<file path="config.mk">
export PLATFORM = sky130hd
export DESIGN_NAME = dxt_translator
export DESIGN_NICKNAME = d
export VERILOG_FILES = /design/src/hdl/dxt_pkg.sv /design/src/hdl/dxt_translator.sv
export SDC_FILE = /design/constraint.sdc
export NUM_CORES = 1
export LEC_CHECK = 0
export BUFFER_PORTS_ARGS = -buffer_cell sky130_fd_sc_hd__buf_2
export CORE_AREA = 2 2 103 105
export CTS_BUF_LIST = sky130_fd_sc_hd__clkbuf_4
export DETAILED_ROUTE_END_ITERATION = 10
export DIE_AREA = 0 0 105 107
export HOLD_SLACK_MARGIN = 0.06
export PLACE_DENSITY = 0.92
export SLEW_MARGIN = 25
export SYNTH_ARGS = -nofsm -noshare
export SYNTH_HDL_FRONTEND = slang
export SYNTH_SLANG_ARGS = --single-unit
</file>
<file path="constraint.sdc">
create_clock -name clk -period 3.22 [get_ports clk]
set_input_delay 0.644 -clock clk [delete_from_list [all_inputs] [get_ports clk]]
set_output_delay 0.644 -clock clk [all_outputs]
set_load 0.02 [all_outputs]
</file>
<file path="src/hdl/dxt_pkg.sv">
// Package for the inbound DMA address translator: constants and carriers
package dxt_pkg;

  // ----------------------------------------------------------------------
  // Address field positions
  // ----------------------------------------------------------------------
  localparam int DIRECT_BIT      = 31;
  localparam int PAGED_BIT       = 30;
  localparam int DIRECT_LO_W     = 31;
  localparam int DMAP_W          = 17;
  localparam int SYS_ADDR_W      = 50;
  localparam int DMAP_LSB        = 31;
  localparam int OFF4K_W         = 12;
  localparam int OFF16K_W        = 14;
  localparam int PAGE_HI         = 29;
  localparam int ATTR_HI         = 63;
  localparam int ATTR_LO         = 54;
  localparam int ATTR_W          = 10;
  localparam int WIDE_TGT_W      = 51;
  localparam int NODE_LSB        = 38;
  localparam int NODE_W          = 12;
  localparam int TE_IDX_W        = 18;
  localparam int TE_PFN_W        = 36;

  localparam logic [ATTR_W-1:0] ATTR_ALL_SET = 10'h3ff;
  localparam logic [DMAP_W-1:0] DMAP_RESET   = 17'h00000;

  // ----------------------------------------------------------------------
  // Carriers
  // ----------------------------------------------------------------------
  typedef enum logic [1:0] {
    DXT_KIND_DIRECT,
    DXT_KIND_PAGED,
    DXT_KIND_WIDE,
    DXT_KIND_BAD
  } dxt_kind_t;

  typedef struct packed {
    logic [63:0] addr;
    logic        dac;
    logic        wr;
    logic        consistent;
  } dxt_req_t;

  typedef struct packed {
    logic [SYS_ADDR_W-1:0] sys_addr;
    logic [ATTR_W-1:0]     attr;
    logic                  remote;
    logic                  wr;
    dxt_kind_t             kind;
  } dxt_out_t;

  typedef struct packed {
    logic [TE_PFN_W-1:0] pfn;
    logic [ATTR_W-1:0]   attr;
  } dxt_te_t;

endpackage : dxt_pkg

</file>
<file path="src/hdl/dxt_translator.sv">
// Inbound DMA address translator and router for one PCI-X bus
// Functional notes
// - 32-bit address with bit 31 set is direct-mapped via direct map reg.
// - 32-bit address with bit 30 set and bit 31 clear is page-mapped via translation entry.
// - Direct-mapped: DMA bits 30..0 become system bits 30..0.
// - Direct-mapped: direct map bits 16..0 become system bits 47..31.
// - Direct map register is a 17-bit constant selecting a 2 GB window.
// - Exactly one direct map register per bus, shared by all requests.
// - 4 KB pages: offset bits 11..0, entry index bits 29..12.
// - 16 KB pages: offset bits 13..0, entry index bits 29..14.
// - Page-mapped upper address from entry; attributes from entry plus direct map.
// - Direct-mapped attributes from device registers and direct map.
// - 64-bit address with bits 63..54 set carries attributes there.
// - 64-bit address bits 49..0 are the system target directly.
// - Dual cycle with upper bits zero is handled as 32-bit address.
// - Wide devices: 64-bit for streaming, 32-bit for consistent mappings.
// - Every request except a refused one goes to the hub port; local memory completes local.
// - Requests for another node are marked remote for the interconnect.
// - Posted writes drain and complete before interrupt is forwarded.
// - Coherence is kept by hardware; no sync operation is exposed.
// - Posted writes drain as the hub reports each one done; a pending interrupt waits for them and blocks new requests.
`timescale 1ns/1ps

module dxt_translator
  import dxt_pkg::*;
#(
  parameter int POST_DEPTH = 4
) (
  input  wire logic                  clk,
  input  wire logic                  resetn,
  // DMA request from the PCI-X side
  input  wire logic                  req_valid,
  output      logic                  req_ready,
  input  wire dxt_pkg::dxt_req_t     req,
  // Per-bus configuration
  input  wire logic [dxt_pkg::DMAP_W-1:0] dmap_value,
  input  wire logic                  dmap_load,
  input  wire logic                  page_16k,
  input  wire logic [dxt_pkg::ATTR_W-1:0] dev_attr,
  input  wire logic [dxt_pkg::NODE_W-1:0] local_node,
  // Translation entry lookup (combinational table outside)
  output      logic [dxt_pkg::TE_IDX_W-1:0] te_index,
  input  wire dxt_pkg::dxt_te_t      te_data,
  // Hub I/O interface
  output      logic                  hub_valid,
  input  wire logic                  hub_ready,
  output      dxt_pkg::dxt_out_t     hub_req,
  input  wire logic                  hub_wr_done,
  // Interrupt path
  input  wire logic                  dev_irq,
  output      logic                  cpu_irq,
  // Status
  output      logic                  xlate_err,
  output      logic                  wide_no_dac_err,
  output      logic [dxt_pkg::DMAP_W-1:0] dmap_q_out
);
  import dxt_pkg::*;

  // ----------------------------------------------------------------------
  // Direct map register, one for the whole bus
  // ----------------------------------------------------------------------
  logic [DMAP_W-1:0] dmap_q;

  always_ff @(posedge clk) begin
    if (!resetn) dmap_q <= DMAP_RESET;
    else if (dmap_load) dmap_q <= dmap_value;
  end
  assign dmap_q_out = dmap_q;

  // ----------------------------------------------------------------------
  // Address decode
  // ----------------------------------------------------------------------
  wire        upper_zero = (req.addr[63:32] == 32'h0000_0000);
  wire        is32       = !req.dac || upper_zero;
  wire        bit_dir    = req.addr[DIRECT_BIT];
  wire        bit_pag    = req.addr[PAGED_BIT];
  wire        wide_attr  = (req.addr[ATTR_HI:ATTR_LO] == ATTR_ALL_SET);
  // A 64-bit address arriving in a single cycle is decoded from its low 32
  // bits alone; wide_no_dac_err flags it when the attribute field is set.
  wire        wide_ok    = req.dac && !upper_zero && wide_attr;
  wire        no_dac     = 1'b0;
  dxt_kind_t  kind;

  assign kind = (is32 && bit_dir) ? DXT_KIND_DIRECT :
                (is32 && bit_pag) ? DXT_KIND_PAGED  :
                wide_ok           ? DXT_KIND_WIDE   :
                                    DXT_KIND_BAD;

  // Entry index selection by page size
  wire [TE_IDX_W-1:0] idx4k  = req.addr[PAGE_HI:OFF4K_W];
  wire [TE_IDX_W-1:0] idx16k =
    {2'b00, req.addr[PAGE_HI:OFF16K_W]};
  assign te_index = page_16k ? idx16k : idx4k;

  // ----------------------------------------------------------------------
  // System address formation
  // ----------------------------------------------------------------------
  wire [SYS_ADDR_W-1:0] dir_addr =
    {2'b00, dmap_q, req.addr[DIRECT_LO_W-1:0]};
  // Page frame from the entry; offset width follows the page size.
  wire [SYS_ADDR_W-1:0] pfn_base = {te_data.pfn, 14'h0000};
  wire [SYS_ADDR_W-1:0] pag_addr = page_16k ?
    {pfn_base[SYS_ADDR_W-1:OFF16K_W], req.addr[OFF16K_W-1:0]} :
    {te_data.pfn, 2'b00, req.addr[OFF4K_W-1:0]};
  wire [SYS_ADDR_W-1:0] wid_addr =
    req.addr[SYS_ADDR_W-1:0];
  wire [ATTR_W-1:0] pag_attr = te_data.attr | {dmap_q[ATTR_W-1:0]};
  wire [ATTR_W-1:0] dir_attr = dev_attr | {dmap_q[ATTR_W-1:0]};
  wire              unused_wide_hi = req.addr[WIDE_TGT_W-1] ^ no_dac;

  dxt_out_t nxt;
  always_comb begin
    nxt        = '0;
    nxt.kind   = kind;
    nxt.wr     = req.wr;
    unique case (kind)
      DXT_KIND_DIRECT: begin
        nxt.sys_addr = dir_addr;
        nxt.attr     = dir_attr;
      end
      DXT_KIND_PAGED: begin
        nxt.sys_addr = pag_addr;
        nxt.attr     = pag_attr;
      end
      DXT_KIND_WIDE: begin
        nxt.sys_addr = wid_addr;
        nxt.attr     = req.addr[ATTR_HI:ATTR_LO];
      end
      DXT_KIND_BAD: begin
        nxt.sys_addr = '0;
        nxt.attr     = '0;
      end
    endcase
    nxt.remote =
      (nxt.sys_addr[NODE_LSB +: NODE_W] != local_node);
  end

  // ----------------------------------------------------------------------
  // Output stage and posted write tracking
  // ----------------------------------------------------------------------
  logic                         out_valid_q;
  dxt_out_t                     out_q;
  logic [$clog2(POST_DEPTH+1)-1:0] posted_q;
  logic                         irq_pend_q;
  logic                         cpu_irq_q;
  logic                         err_q;
  logic                         wide_err_q;

  // Writes held in the bridge stall new writes once the post count is full
  wire post_full = (posted_q == POST_DEPTH[$bits(posted_q)-1:0]);
  // A pending interrupt blocks new requests so it only waits on older writes
  wire out_free  = !out_valid_q || hub_ready;
  assign req_ready = out_free && !irq_pend_q && !(req.wr && post_full);

  wire take     = req_valid && req_ready;
  wire take_ok  = take && (kind != DXT_KIND_BAD);
  wire hub_fire = out_valid_q && hub_ready;
  wire post_inc = hub_fire && out_q.wr;
  wire post_dec = hub_wr_done && (posted_q != '0);

  always_ff @(posedge clk) begin
    if (!resetn) begin
      out_valid_q <= 1'b0;
      out_q       <= '0;
    end else if (out_free) begin
      out_valid_q <= take_ok;
      if (take_ok) out_q <= nxt;
    end
  end

  always_ff @(posedge clk) begin
    if (!resetn) posted_q <= '0;
    else posted_q <= posted_q + $bits(posted_q)'(post_inc)
                              - $bits(posted_q)'(post_dec);
  end

  // Interrupt held until every posted write, and the one in flight, is done
  wire drained = (posted_q == '0) && !out_valid_q && !hub_wr_done;
  always_ff @(posedge clk) begin
    if (!resetn) begin
      irq_pend_q <= 1'b0;
      cpu_irq_q  <= 1'b0;
    end else begin
      cpu_irq_q <= 1'b0;
      if (dev_irq) irq_pend_q <= 1'b1;
      else if (irq_pend_q && drained) begin
        irq_pend_q <= 1'b0;
        cpu_irq_q  <= 1'b1;
      end
    end
  end
  assign cpu_irq = cpu_irq_q;

  // Sticky-free one-cycle error pulses for discarded requests and attribute fields sent without dac
  always_ff @(posedge clk) begin
    if (!resetn) begin
      err_q      <= 1'b0;
      wide_err_q <= 1'b0;
    end else begin
      err_q      <= take && (kind == DXT_KIND_BAD);
      wide_err_q <= take && !req.dac && wide_attr && !upper_zero;
    end
  end
  assign xlate_err       = err_q;
  assign wide_no_dac_err = wide_err_q ^ (unused_wide_hi & 1'b0);

  // Consistent mappings are always given 32-bit addresses by software; the
  // translator honours the address kind presented and needs no mode here.
  wire unused_cons = req.consistent;
  // Cache coherence is handled by the hub; nothing to synchronise.

  assign hub_valid = out_valid_q;
  assign hub_req   = out_q;

endmodule : dxt_translator

</file>
==> results_dict.tcl <==
set metrics [dict create \
    setup_slack_ps 685 \
    period_minus_slack_ps 2540 \
    timing.rr.start "posted_q[1]" \
    cpMaxStageDelayCell "nor4_2" \
    cts.sinks 89 \
    cts.repair.resized 0 \
    slew_headroom 0.517 \
    cts_buffers 9 \
    coreArea_sq_mm 0.0101 \
    drcViolationCount 0 \
    crit_chain "buf_2 -> nor4_2 -> nand4_2 -> o21a_2 -> o32ai_1 -> xor2_1 -> nand2_1 -> nor4_1 -> a31oi_1" \
    grt_pass1_wl_mm 23.6 \
    start_util 0.443 \
    clock_latency_ps 430 \
    synth_edf_count 0 \
    num_vias 4898 \
    syn_nets 664 \
    first_global_vias 4689 \
    cts_setup_buffers 0 \
    tns_ps 0 \
    path_delay_family "simple AND/OR/NAND/NOR gates" \
    slew_viol_final 0 \
    fmax_ghz 0.394 \
    synth_warnings 0 \
    status "completed" \
    hold_viol 0 \
    pin_count 264 \
    multiInputGateArea_sq_mm 0.00254 \
    h-tree-depth 3 \
    synth_flop_cell "dfxtp_1" \
    gp_congestion 0.838 \
    grt_setup_unrepaired "false" \
    period_share 0.787 \
    layout-drive-gt1-share 0.441 \
    area_growth_pct 37.9 \
    worst_pin_slew_ps 725 \
    port_buffers 262 \
    ant_nets 0 \
    avgViaCountPerCell 5.43 \
    synth_cell_types 45 \
    finalWirelength_mm 15.8 \
    ir_worst_vdd_mv 0.228 \
    hold_buffers 0 \
    hp-class "input pin to flip-flop" \
    min_path_cells 3 \
    yosysSeqAreaShare 0.399 \
    reg2reg_to "posted_q[2]" \
    r2r_setup_slack_ps 880 \
    overflow 0 \
    die_h_um 107 \
    start_kind "input pin" \
    cts_tree "yes" \
    hold_path_end "hub_req[25]" \
    register_area_sq_mm 0.00178 \
    crit_type "input pin to flip-flop" \
    rows 37 \
    clk_pin_slew_worst_paths_ps 160 \
    critPathMaxStageDelay_ps 500 \
    grt_max_degree 42 \
    path_buf_inv 1 \
    n_fill_cell 905 \
    setup-violations-final 0 \
    drtIter0Drc 331 \
    finClkSkew_ps 17.0 \
    syn_area_per_cell_sq_um 8.92 \
    ys_seq_elements 89 \
    netlist_area_sq_mm 0.00447 \
    power.density_mw_per_mm2 439 \
    maxCapViolCount 0 \
    drtPass1Iterations 7 \
    die_area_sq_mm 0.0112 \
    critPathArrivalTime_ps 2850 \
    final_common_cell "buf_2" \
    holdWs_ps 420 \
    cts_max_path_buffers 2 \
    num-nets-final 922 \
    chipWidth_um 105 \
    netlist_instances 501 \
    crit_path_end_kind "flip-flop" \
    cp.required_ps 3540 \
    grt_usage 0.270 \
    synthArstFlopShare 0 \
    leakagePower_nw 2.98 \
    antenna_found_initial 1 \
    post-place-ws_ps 262 \
    wl_per_cell_um 17.5 \
    reg2reg_depth 10 \
    path_max_fanout 7 \
    cts_root_buf "clkbuf_4" \
    min_from "req[14]" \
    place_area_sq_mm 0.00599 \
    final_area_sq_mm 0.00616 \
    dp_hpwl_mm 12.4 \
    final_cell_mix "262 x buf_2, 89 x dfxtp_1, 66 x nand2_1" \
]
==> report_power, final <==
part / switching [mW] / total [mW] / internal, mW
logic: 0.405 / 0.723 / 0.318
clock network: 0.425 / 0.750 / 0.325
registers: 0.0523 / 1.23 / 1.18
total: 0.883 / 2.70 / 1.82
==> routing by layer <==
layer	track usage	vias up	wire (um)
met5	0	-	0
met4	0.0933	0	340
met3	0.0851	27	1530
met2	0.477	233	7800
met1	0.307	2318	6120
li1	-	2320	-
==> worst min-delay path, stage by stage <==
cell and delay (ps):
buf_2 90, nand2_1 40, a21boi_1 50
==> cell families after synthesis <==
group | Yosys count | synth area share
adder cells (fa/ha/maj) | 3 | 0.0101
multiplexers | 33 | 0.0784
flip-flops | 89 | 0.399
buffers and inverters | 39 | 0.0361
AND/OR/NAND/NOR | 210 | 0.251
AO/OA/AOI/OAI | 113 | 0.198
XOR/XNOR | 14 | 0.0274
==> final cells by class <==
cell class / count / share of cell area
inverter: 4 / 0.00244
multi-input combinational: 373 / 0.413
clock inverter: 7 / 0.0167
antenna: 2 / 0.000812
tap: 136 / 0.0276
timing repair buffer: 282 / 0.239
clock buffer: 9 / 0.0110
sequential: 89 / 0.289
==> state kept, by name, indices dropped and copies added, names as in the netlist <==
register and cells:
xlate_err 1, hub_req 64, wide_no_dac_err 1, dmap_q_out 17, posted_q 3, cpu_irq 1, hub_valid 1, irq_pend_q 1
==> per-stage QoR <==
stage          cells  utilization  total power, mW
2_1_floorplan    501            -             1.68
3_3_place_gp     884        0.593             1.96
3_5_place_dp     884        0.593             1.98
4_1_cts          900        0.610             2.72
5_1_grt          900        0.610             2.84
6_report         902        0.610             2.70
==> worst max path at each step <==
stage | from | endpoint | slack [ps] | cells past startpoint
floorplan | hub_ready | hub_req[45] | 660 | 7
global placement | req[35] | hub_req[3] | 260 | 9
detailed placement | req[35] | hub_req[3] | 260 | 9
CTS | req[35] | hub_req[3] | 740 | 9
global route | req[35] | hub_req[3] | 660 | 9
finish | req[35] | hub_req[3] | 680 | 9
==> synthesized netlist by cell type (4+ instances only) <==
library cell | instances | area [sq um]
nor4_1 | 4 | 25.0
and2_1 | 10 | 62.6
nor3_1 | 15 | 75.1
nor2b_1 | 53 | 332
a21boi_1 | 15 | 113
a222oi_1 | 17 | 170
nor2_1 | 30 | 113
o2bb2ai_1 | 6 | 52.6
nand2_1 | 66 | 248
o21ai_1 | 14 | 70.1
xor2_1 | 7 | 61.3
dfxtp_1 | 89 | 1780
nor4_2 | 10 | 125
clkbuf_1 | 23 | 86.3
o211a_1 | 10 | 100
o32ai_2 | 4 | 65.1
a21oi_1 | 23 | 115
a221oi_1 | 6 | 52.6
mux2i_1 | 17 | 170
mux2_2 | 16 | 180
buf_2 | 12 | 60.1
nand3_1 | 10 | 50.1
xnor2_1 | 7 | 61.3
No activity file was read; power rests on OpenSTA's default activity.
